**config.mk**
```make
export PLATFORM = sky130hd
export DESIGN_NAME = sgss_top
export DESIGN_NICKNAME = d
export VERILOG_FILES = /design/src/core/sgss_pkg.sv /design/src/core/sgss_top.sv /design/src/core/sgss_tick_div.sv /design/src/core/sgss_sync2.sv
export SDC_FILE = /design/constraint.sdc
export NUM_CORES = 1
export LEC_CHECK = 0
export BUFFER_PORTS_ARGS = -buffer_cell sky130_fd_sc_hd__buf_4
export CORE_MARGIN = 1
export CORE_UTILIZATION = 50
export DETAILED_ROUTE_END_ITERATION = 10
export PLACE_DENSITY = 0.79
export SLEW_MARGIN = 20
export SYNTH_ARGS = -nofsm -noshare
export SYNTH_HDL_FRONTEND = slang
export SYNTH_SLANG_ARGS = --single-unit
export TNS_END_PERCENT = 30
```
**constraint.sdc**
```tcl
create_clock -name ref_clk -period 2.46 [get_ports ref_clk]
set_input_delay 0.738 -clock ref_clk [delete_from_list [all_inputs] [get_ports ref_clk]]
set_output_delay 0.738 -clock ref_clk [all_outputs]
set_load 0.01 [all_outputs]
```
**src/core/sgss_pkg.sv**
```systemverilog
/*
 servo gain set selector: shared constants, enums and carrier structs.
 assumes one 25 MHz clock and a control cycle derived from it.
*/
package sgss_pkg;
   // clock and control cycle timing
   localparam int CLK_PERIOD_NS = 40;
   localparam int CTL_PERIOD_NS = 1000;
   localparam int CTL_CYCLES = (CTL_PERIOD_NS + CLK_PERIOD_NS - 1) /
      CLK_PERIOD_NS;

   // register offsets on the plain port
   localparam logic [3:0] ADDR_CFG = 4'h0;
   localparam logic [3:0] ADDR_WORD5 = 4'h4;
   localparam logic [3:0] ADDR_STAT = 4'h8;
   localparam logic [15:0] CFG_RST = 16'h0000;
   localparam logic [15:0] WORD5_RST = 16'h0000;

   // field codes
   localparam logic [3:0] GSRC_SPEED = 4'h4;
   localparam logic [3:0] GSRC_DIR = 4'h5;
   localparam logic [3:0] G2SRC_SIGNAL = 4'h1;
   localparam logic [3:0] G2SRC_SAME = 4'h2;
   localparam logic [3:0] TUNE_MANUAL = 4'h3;
   localparam logic [1:0] TC_DIS_SWITCH = 2'h1;
   localparam logic [1:0] TC_DIS_RETURN = 2'h2;
   localparam int WORD5_G2_BIT = 4;

   typedef enum logic [1:0] {
      GAIN_BEFORE = 2'h0,
      GAIN_AFTER = 2'h1,
      GAIN_AFTER2 = 2'h2
   } sgss_gain_t;

   typedef enum logic [1:0] {
      MODE_POS = 2'h0,
      MODE_PSN = 2'h1,
      MODE_VEL = 2'h2
   } sgss_mode_t;

   typedef enum logic [2:0] {
      FV_IDLE = 3'b001,
      FV_ARMED = 3'b010,
      FV_HOLD = 3'b100
   } sgss_fv_state_t;

   // configuration word, bit 15 down to bit 0
   typedef struct packed {
      logic [3:0] gain_switch_source_select;
      logic [3:0] gain2_source_select;
      logic stop_gain2_switch_select;
      logic [1:0] tc_disable_select;
      logic [3:0] tuning_mode_select;
      logic fine_vibration_suppress_enable;
   } sgss_cfg_t;

   typedef struct packed {
      logic in_position_flag;
      logic zero_speed_flag;
      logic speed_cond_met;
      logic droop_over_range;
      logic motor_driving;
   } sgss_flags_t;
endpackage

```
**src/core/sgss_top.sv**
```systemverilog
/*
 servo gain set selector: picks before / after / after-2 gain sets,
 time constant use on each change, and the fine vibration gain.
 assumes status flags come from same-clock servo logic; only the
 gain-2 request pin is asynchronous.
*/
//
// Contract
// - gain source 5 with gain-2 source 2 selects by command sign.
// - ccw is positive regardless of travel direction setting.
// - stop switch to gain set 2 only in position modes.
// - positive command picks before set, negative picks after set.
// - position modes, zero command, in-position off: keep set.
// - zero command, in-position on: keep at 0, gain set 2 at 1.
// - entering velocity mode while on gain set 2 keeps it.
// - velocity mode zero speed command always keeps current set.
// - velocity to position while stopped, zsp on, stop 1: set 2.
// - speed source with signal gain-2: word5 bit 4 or pin decide.
// - gain-2 request active applies gain-2 vibration/model sets.
// - disable-at-switching: instant switch, filtered return.
// - disable-at-return: filtered switch, instant return.
// - fine vibration suppression only in position modes.
// - fine vibration suppression only in manual tuning mode.
// - enable field 0 disables, 1 enables fine suppression.
// - in-position rising edge switches to computed fine gain.
// - droop over range while driven restores original gain.
`timescale 1ns/10ps
module sgss_top #(
   parameter int CMD_W = 16,
   parameter int CTL_DIV = sgss_pkg::CTL_CYCLES
) (
   input wire logic ref_clk,
   input wire logic srst,
   input wire logic [3:0] reg_addr,
   input wire logic [31:0] reg_wdata,
   input wire logic reg_wr,
   input wire logic reg_rd,
   output logic [31:0] reg_rdata,
   input wire logic [1:0] op_mode,
   input wire logic signed [CMD_W-1:0] cmd_pulse_freq,
   input wire logic signed [CMD_W-1:0] speed_cmd,
   input wire sgss_pkg::sgss_flags_t flags,
   input wire logic gain2_request_input,
   output logic [1:0] gain_sel,
   output logic tc_apply,
   output logic gain2_sets,
   output logic fine_vib_gain
);
   // {negative, zero} of a signed command
   function automatic logic [1:0] cmd_dir(
      input logic signed [CMD_W-1:0] v);
      cmd_dir = {v[CMD_W-1], (v == '0)};
   endfunction

   logic tick;
   logic g2_pin;
   sgss_pkg::sgss_cfg_t cfg_q;
   logic [15:0] word5_q;
   logic [31:0] rdata_q;
   logic [1:0] gain_q;
   logic [1:0] gain_d;
   logic tc_q;
   logic g2sets_q;
   logic fine_q;
   sgss_pkg::sgss_fv_state_t fv_q;
   sgss_pkg::sgss_fv_state_t fv_d;
   logic [1:0] mode_prev_q;
   logic zsp_prev_q;
   logic inp_prev_q;

   sgss_tick_div #(
      .DIV(CTL_DIV)
   ) u_div (
      .ref_clk(ref_clk),
      .srst(srst),
      .tick(tick)
   );

   sgss_sync2 #(
      .W(1)
   ) u_sync (
      .ref_clk(ref_clk),
      .srst(srst),
      .din(gain2_request_input),
      .dout(g2_pin)
   );

   // mode decode
   wire logic vel_mode = (op_mode == sgss_pkg::MODE_VEL);
   wire logic pos_mode = (op_mode == sgss_pkg::MODE_POS) ||
      (op_mode == sgss_pkg::MODE_PSN);
   wire logic from_vel = (mode_prev_q == sgss_pkg::MODE_VEL);

   // command sign: speed in velocity mode, pulse rate otherwise;
   // the raw sign is ccw-positive, the travel direction setting is
   // deliberately not applied here
   wire logic [1:0] pulse_dir = cmd_dir(cmd_pulse_freq);
   wire logic [1:0] speed_dir = cmd_dir(speed_cmd);
   wire logic [1:0] dir = vel_mode ? speed_dir : pulse_dir;
   wire logic cmd_neg = dir[1];
   wire logic cmd_zero = dir[0];
   wire logic cmd_pos = !cmd_neg && !cmd_zero;

   // selection modes
   wire logic dir_sel = (cfg_q.gain_switch_source_select ==
      sgss_pkg::GSRC_DIR) && (cfg_q.gain2_source_select ==
      sgss_pkg::G2SRC_SAME);
   wire logic sig_sel = (cfg_q.gain_switch_source_select ==
      sgss_pkg::GSRC_SPEED) && (cfg_q.gain2_source_select ==
      sgss_pkg::G2SRC_SIGNAL);
   wire logic stop_en = cfg_q.stop_gain2_switch_select;

   // gain-2 request from the controller word or the pin
   wire logic g2_req = word5_q[sgss_pkg::WORD5_G2_BIT] || g2_pin;

   // stop-time switch: only in position modes, either with
   // in-position on or just after leaving velocity mode stopped
   wire logic stop_g2 = pos_mode && stop_en && cmd_zero &&
      (flags.in_position_flag ||
      (from_vel && zsp_prev_q));

   // next set in direction mode
   wire logic [1:0] dir_gain = cmd_pos ? sgss_pkg::GAIN_BEFORE :
      cmd_neg ? sgss_pkg::GAIN_AFTER :
      stop_g2 ? sgss_pkg::GAIN_AFTER2 :
      gain_q;

   // next set in speed mode with signal gain-2; the gain-2 speed
   // threshold never enters here
   wire logic [1:0] sig_gain = g2_req ? sgss_pkg::GAIN_AFTER2 :
      flags.speed_cond_met ? sgss_pkg::GAIN_AFTER :
      sgss_pkg::GAIN_BEFORE;

   always_comb
   begin
      if (dir_sel)
      begin
         gain_d = dir_gain;
      end
      else if (sig_sel)
      begin
         gain_d = sig_gain;
      end
      else
      begin
         gain_d = sgss_pkg::GAIN_BEFORE;
      end
   end

   // time constant on a change: leaving the before set is a switch,
   // coming back to it is a return
   wire logic g_change = (gain_d != gain_q);
   wire logic g_return = (gain_d == sgss_pkg::GAIN_BEFORE);
   wire logic tc_d = g_return ?
      (cfg_q.tc_disable_select != sgss_pkg::TC_DIS_RETURN) :
      (cfg_q.tc_disable_select != sgss_pkg::TC_DIS_SWITCH);

   // selected set only changes on the control tick
   always_ff @(posedge ref_clk)
   begin
      if (srst)
      begin
         gain_q <= sgss_pkg::GAIN_BEFORE;
         tc_q <= 1'b1;
         g2sets_q <= 1'b0;
      end
      else if (tick)
      begin
         gain_q <= gain_d;
         if (g_change)
         begin
            tc_q <= tc_d;
         end
         g2sets_q <= sig_sel ? g2_req :
            (gain_d == sgss_pkg::GAIN_AFTER2);
      end
   end

   // history for mode-change and edge decisions
   always_ff @(posedge ref_clk)
   begin
      if (srst)
      begin
         mode_prev_q <= sgss_pkg::MODE_POS;
         zsp_prev_q <= 1'b0;
         inp_prev_q <= 1'b0;
      end
      else if (tick)
      begin
         mode_prev_q <= op_mode;
         zsp_prev_q <= flags.zero_speed_flag;
         inp_prev_q <= flags.in_position_flag;
      end
   end

   // fine vibration suppression gate and sequencing
   wire logic fv_allowed = pos_mode &&
      (cfg_q.tuning_mode_select == sgss_pkg::TUNE_MANUAL) &&
      cfg_q.fine_vibration_suppress_enable;
   wire logic inp_rise = flags.in_position_flag && !inp_prev_q;
   wire logic droop_out = flags.droop_over_range &&
      flags.motor_driving;

   always_comb
   begin
      fv_d = fv_q;
      case (fv_q)
         sgss_pkg::FV_IDLE:
         begin
            if (fv_allowed)
            begin
               fv_d = sgss_pkg::FV_ARMED;
            end
         end
         sgss_pkg::FV_ARMED:
         begin
            if (!fv_allowed)
            begin
               fv_d = sgss_pkg::FV_IDLE;
            end
            else if (inp_rise && !droop_out)
            begin
               fv_d = sgss_pkg::FV_HOLD;
            end
         end
         sgss_pkg::FV_HOLD:
         begin
            if (!fv_allowed)
            begin
               fv_d = sgss_pkg::FV_IDLE;
            end
            else if (droop_out)
            begin
               fv_d = sgss_pkg::FV_ARMED;
            end
         end
         default:
         begin
            fv_d = sgss_pkg::FV_IDLE;
         end
      endcase
   end

   // arming takes one tick, so an edge already present when the
   // function is first allowed is not taken as a rising edge
   always_ff @(posedge ref_clk)
   begin
      if (srst)
      begin
         fv_q <= sgss_pkg::FV_IDLE;
         fine_q <= 1'b0;
      end
      else if (tick)
      begin
         fv_q <= fv_d;
         fine_q <= (fv_d == sgss_pkg::FV_HOLD);
      end
   end

   // register port
   wire logic wr_cfg = reg_wr && (reg_addr == sgss_pkg::ADDR_CFG);
   wire logic wr_w5 = reg_wr && (reg_addr == sgss_pkg::ADDR_WORD5);
   wire logic [31:0] stat_word = {27'h0, fine_q, tc_q,
      g2sets_q, gain_q};
   wire logic [31:0] rd_mux =
      (reg_addr == sgss_pkg::ADDR_CFG) ? {16'h0000, cfg_q} :
      (reg_addr == sgss_pkg::ADDR_WORD5) ? {16'h0000, word5_q} :
      (reg_addr == sgss_pkg::ADDR_STAT) ? stat_word :
      32'h00000000;

   always_ff @(posedge ref_clk)
   begin
      if (srst)
      begin
         cfg_q <= sgss_pkg::CFG_RST;
         word5_q <= sgss_pkg::WORD5_RST;
         rdata_q <= 32'h00000000;
      end
      else
      begin
         if (wr_cfg)
         begin
            cfg_q <= reg_wdata[15:0];
         end
         if (wr_w5)
         begin
            word5_q <= reg_wdata[15:0];
         end
         rdata_q <= reg_rd ? rd_mux : 32'h00000000;
      end
   end

   assign reg_rdata = rdata_q;
   assign gain_sel = gain_q;
   assign tc_apply = tc_q;
   assign gain2_sets = g2sets_q;
   assign fine_vib_gain = fine_q;
endmodule

```
**src/core/sgss_tick_div.sv**
```systemverilog
/*
 control cycle divider: one-cycle tick every DIV clocks.
 assumes a synchronous active-high reset on ref_clk.
*/
`timescale 1ns/10ps
module sgss_tick_div #(
   parameter int DIV = sgss_pkg::CTL_CYCLES
) (
   input wire logic ref_clk,
   input wire logic srst,
   output logic tick
);
   logic [15:0] cnt_q;
   logic tick_q;
   wire logic wrap = (cnt_q == 16'(DIV - 1));

   always_ff @(posedge ref_clk)
   begin
      if (srst)
      begin
         cnt_q <= 16'h0000;
         tick_q <= 1'b0;
      end
      else
      begin
         cnt_q <= wrap ? 16'h0000 : cnt_q + 16'h0001;
         tick_q <= wrap;
      end
   end

   assign tick = tick_q;
endmodule

```
**src/core/sgss_sync2.sv**
```systemverilog
/*
 two flip-flop synchroniser for pin levels.
 assumes inputs are slow levels from outside the clock domain.
*/
`timescale 1ns/10ps
module sgss_sync2 #(
   parameter int W = 1
) (
   input wire logic ref_clk,
   input wire logic srst,
   input wire logic [W-1:0] din,
   output logic [W-1:0] dout
);
   logic [W-1:0] meta_q;
   logic [W-1:0] sync_q;

   always_ff @(posedge ref_clk)
   begin
      if (srst)
      begin
         meta_q <= '0;
         sync_q <= '0;
      end
      else
      begin
         meta_q <= din;
         sync_q <= meta_q;
      end
   end

   assign dout = sync_q;
endmodule

```
; After elaboration in Yosys (flattened, before gate mapping)
; Cells that the tools add are included.
; W data, S select, Z words.
[word_totals]
ff_bits = 95
inputBits = 80
output_inout_bits = 37
[classes]
reduce_logical = 30
muxes = 19
n_eq_ne = 19
addsub = 1
n_bitwise = 1
[op_table]
columns = op, n
row1 = $logic_not A16 Y1, 2
row2 = $mux W16, 2
row3 = $add A16 B1 Y16 const B, 1
row4 = $eq A16 B5 Y1 const B, 1
row5 = $mux W3, 5
row6 = $logic_and A1 B1 Y1, 14
row7 = $mux W2, 7
row8 = $eq A4 B3 Y1 const B, 3
row9 = $pmux W3 S3, 1
row10 = $eq A4 B2 Y1 const B, 2
row11 = $eq A2 B2 Y1 const B, 3
row12 = $eq A3 B3 Y1 const B, 2
row13 = $mux W5, 1
row14 = $eq A4 B1 Y1 const B, 1
row15 = $eq A4 B4 Y1 const B, 1
row16 = $logic_not A1 Y1, 4
row17 = $logic_not A2 Y1, 2
row18 = $logic_not A4 Y1, 1
row19 = $reduce_or A2 Y1, 2
row20 = $reduce_or A4 Y1, 1
row21 = $eq A3 B1 Y1 const B, 1
row22 = $eq A3 B2 Y1 const B, 1
row23 = $logic_or A1 B1 Y1, 3
row24 = $mux W1, 3
row25 = 6 further kinds, 6

; Longest topological paths before layout
[depth]
word_depth = 11
mapped_depth = 8
ltp_nobuf = 7

; Hierarchy
; Synthesis repeated with hierarchy kept, for this count alone.
[hier_totals]
hier_cells = 424
hier_area_um2 = 3567.2
[by_module_without_submodules]
columns = module, cells_each, instances, area_per_inst_um2
row1 = sgss_top, 333, 1, 2758.9
row2 = sgss_tick_div, 87, 1, 755.7
row3 = sgss_sync2, 4, 1, 52.6

; Least setup slack after synthesis
; Ideal clock, no wire load.
[synth_path]
path_type = input port to flip-flop
startpoint = in op_mode[1]
endpoint = reg tc_q (netlist: tc_apply)
setup_ns = 0.120
required_ns = 2.340
t_arrival_ns = 2.084
cell_stages = 7
setup_slack_ns = 0.256
n_path_buf = 0
path_cell_list = or2b_2 mux2i_1 and3_2 and3_1 nor3b_1 mux2i_1 a21oi_2
[synth_via]
elab_chain_len = 11
[synth_rtl]
columns = element, line_no
row1 = from (decl), sgss_top.sv:39  ; input wire logic [1:0] op_mode,
row2 = $eq A2 B1 Y1 or $logic_not A2 Y1 (tied branches), "sgss_top.sv:91, sgss_top.sv:90"
row3 = $logic_or A1 B1 Y1, sgss_top.sv:90  ; wire logic pos_mode = (op_mode == sgss_pkg::MODE_POS) ||
row4 = $logic_and A1 B1 Y1 (3 in series), sgss_top.sv:118  ; wire logic stop_g2 = pos_mode && stop_en && cmd_zero &&
row5 = $mux W2, sgss_top.sv:125  ; stop_g2 ? sgss_pkg::GAIN_AFTER2 :
row6 = $mux W2, sgss_top.sv:124  ; cmd_neg ? sgss_pkg::GAIN_AFTER :
row7 = $mux W2 (*), sgss_top.sv:123  ; wire logic [1:0] dir_gain = cmd_pos ? sgss_pkg::GAIN_BEFORE :
row8 = $mux W2 (*), sgss_top.sv:136  ; if (dir_sel)
row9 = $ne A2 B2 Y1 or $logic_not A2 Y1 (tied branches), "sgss_top.sv:152, sgss_top.sv:153"
row10 = $reduce_and A2 Y1 (no source line) or $mux W1 (tied branches), n/a
row11 = to (signal assigned), sgss_top.sv:172  ; tc_q <= tc_d;
row12 = to (decl), sgss_top.sv:62  ; logic tc_q;
; Mark *: on every way between the ends. The rest lies on a longest branch, timed or not.
; A chain may end at the register's enable or synchronous reset.

; Final worst setup path
[layout_path]
startpoint = reg cfg_q[13] (netlist bit)
endpoint = reg tc_q (netlist: tc_apply)
[layout_via]
elab_chain_len = 6
[layout_rtl]
columns = element, line_no
row1 = from (decl), sgss_top.sv:57  ; sgss_pkg::sgss_cfg_t cfg_q;
row2 = from (signal assigned), sgss_top.sv:275  ; cfg_q <= sgss_pkg::CFG_RST;
row3 = from (signal assigned), sgss_top.sv:283  ; cfg_q <= reg_wdata[15:0];
row4 = $eq A4 B3 Y1, sgss_top.sv:108  ; wire logic sig_sel = (cfg_q.gain_switch_source_select ==
row5 = $logic_and A1 B1 Y1, sgss_top.sv:109  ; sgss_pkg::GSRC_SPEED) && (cfg_q.gain2_source_select ==
row6 = $mux W2, sgss_top.sv:140  ; else if (sig_sel)
row7 = $mux W2 (*), sgss_top.sv:136
row8 = $ne A2 B2 Y1 or $logic_not A2 Y1 (tied branches), "sgss_top.sv:152, sgss_top.sv:153"
row9 = $reduce_and A2 Y1 (no source line) or $mux W1 (tied branches), n/a
; Marks and branches as above.

==> impl_metrics.yaml <==
setup_path:
  startpoint_type: "flip-flop"
  rr_startpoint: "cfg_q[13]"
  required_ns: 2.71
  startpoint: "cfg_q[13]"
  critPathKind: "flip-flop to flip-flop"
  crit_arrival_ns: 2.56
  crit_path_end_kind: "flip-flop"
  crit_path_max_fanout: 5
synthesis:
  avgSynthCellArea_um2: 8.23
  synth-adder-area-share_pct: 0.712
  muxShareOfSynthArea_pct: 2.28
  synth_simple_gate_area_share_pct: 30.0
  synthCells: 427
  synthFlopType: "dfxtp_1"
  synth_edf_count: 0
  netlist_top_cells_count: "dfxtp_1, nand2_1, nor2_1, a21oi_1"
  synth-compound-area-share_pct: 12.2
  async_reset_ff_share_pct: 0
  synth-xor-area-share_pct: 3.49
  synth_top_family_by_area: "simple AND/OR/NAND/NOR gates"
  synth_most_common_cell: "dfxtp_1"
  yosys.area.top_type: "dfxtp_1"
  netlist_top_cells_area: "dfxtp_1, nand2_1, a21oi_1"
  netlist_area_um2: 3510
  synth_cell_types: 52
  synth-seq-cells: 79
  ys_seq_area_share_pct: 45.0
  yosysTopAreaCellShare_pct: 45.0
  synth-warning-count: 0
worst_hold_path:
  hold_path_startpoint: "u_sync.meta_q"
  hold_path_class: "flip-flop to flip-flop"
cts:
  post_cts_buffers: 0
  cts_tree: "built"
  cts_buffers: 9
  cts_hold_buffers: 0
  clk_latency_ns: 0.36
  clock_sinks: 79
  ctsResizeCount: 0
  clkTransAtPathRegs_ns: 0.09
  cts_buffer_depth: 2
  h-tree-depth: 3
  root_buffer: "clkbuf_8"
drt:
  remaining_drc_errors: 0
  finalWirelength_um: 8170
  first_iter_violations: 208
  via_per_inst: 5.20
  dr.pass1.iters: 5
  detail-route-antenna-nets: 0
  vias: 3204
  wire_per_inst_um: 13.3
floorplanning:
  core_area_um2: 6790
  start_util_pct: 51.7
  dieArea_um2: 7370
  ios: 117
  die_h_um: 85.8
  die_w_um: 85.8
  rows: 30
cells_and_area:
  antenna_cells: 0
  regArea_um2: 1580
  area_growth_pct: 27.2
  drive_gt1_share_pct: 24.6
  fillers: 547
  post-route-util_pct: 65.8
  nNetsFinal: 597
  multi_input_area_um2: 1780
global_routing:
  grt_pass1_wl_um: 12800
  grt_overflow: 0
  gr-usage-all-layers_pct: 22.5
  antenna_found_initial: 0
  grt_max_degree: 50
  grt_pass1_vias: 2920
timing:
  layout_min_cycle_time_ns: 2.30
  worst_pin_slew_ns: 0.565
  setup_violations: 0
  setup_tns_ns: 0
  period_share_pct: 93.5
  max_freq_ghz: 0.435
  finClkSkew_ns: 0.0102
  relSlewSlack_pct: 62.3
  final_max_slew_viol_count: 0
  hold_violations: 0
  grt_setup_unrepaired: "false"
power_and_ir_drop:
  power_density_nw_per_um2: 580
  total_leakage_power_uw: 0.00175
  irDropWorstVdd_v: 0.000443
status:
  status: "finished, final reports clean"
placement:
  dpl.hpwl_um: 5850
  gp_congestion: 0.894
  portBuffers: 84
flow_run:
  cap_violations: 0
[cells in the final DEF, fill, tap and decap left out, types with 3 or more instances in the layout]
cell	n
buf_4	95
dfxtp_1	79
nand2_1	76
nor2_1	50
a21oi_1	38
conb_1	16
nor4_1	15
a22oi_1	11
nand2b_1	10
nand3_1	9
xor2_1	9
clkbuf_8	9
inv_1	8
nor2b_1	8
o21ai_0	8
mux2i_1	8
xnor2_1	5
a2111oi_0	4
nor3_1	4
nand4_1	4
and2_1	3
and3_1	3
nand3b_1	3
a21oi_2	3
[worst paths after layout]
check | endpoint | slack, ns | cells after the start
hold reg to reg | u_sync.dout | 0.46 | 1
setup / recovery | tc_apply | 0.16 | 7
setup reg to reg | tc_apply | 0.16 | 7
hold / removal | u_sync.dout | 0.46 | 1
[routing by layer]
metal  vias up  routed length (um)  global-route usage (%)
met2       115                4040                    38.8
met4         0                 154                    9.55
li1       1603                   -                       -
met3        14                 546                    5.49
met5         -                   0                       0
met1      1472                3430                    26.8
[per-stage QoR]
| step | instance area (um2) | total power [uW] | setup WS [ns] | hold WS, ns | std cells |
|---|---|---|---|---|---|
| global route | 4470 | 2690 | 0.0653 | 0.466 | 616 |
| CTS | 4470 | 2610 | 0.150 | 0.459 | 616 |
| floorplan | 3570 | 1430 | 0.256 | 0.414 | 442 |
| global placement | 4240 | 1530 | 0.0136 | 0.422 | 600 |
| detailed placement | 4240 | 1540 | 0.00714 | 0.441 | 600 |
| finish | 4470 | 2590 | 0.159 | 0.459 | 616 |
[area by class of cell]
type                    instances  area share [%]
clock buffers                   9            2.77
flip-flops and latches         79            35.4
well taps                      96            2.69
repair buffers                 96            16.4
multi-input cells             321            39.8
clock inverters                 7            2.32
inverters                       8           0.672
[critical path: stages, from the launching register on]
cell	delay [ns]
dfxtp_1	0.33
or4b_4	0.57
or4_4	0.58
nand2_2	0.10
a21oi_2	0.04
nor4_4	0.33
a31o_2	0.22
a21oi_2	0.03
[cells by family after synthesis]
logic type	Yosys count
other	1
XOR/XNOR	14
flip-flops	79
adder cells (fa/ha/maj)	2
AO/OA/AOI/OAI	71
AND/OR/NAND/NOR	210
buffers and inverters	42
multiplexers	8
[registers in the layout (all words and copies together) (netlist names), 2 cells and up]
register     count
cfg_q           15
fv_q             3
gain_sel         2
mode_prev_q      2
reg_rdata       16
u_div.cnt_q     16
word5_q         16
[where the power goes]
part	switching [uW]	internal [uW]	total, uW
Combinational	94.7	104	199
Sequential	14.6	1290	1310
Clock	504	583	1090
Total	613	1980	2590
(Power assumes the default switching activity.)
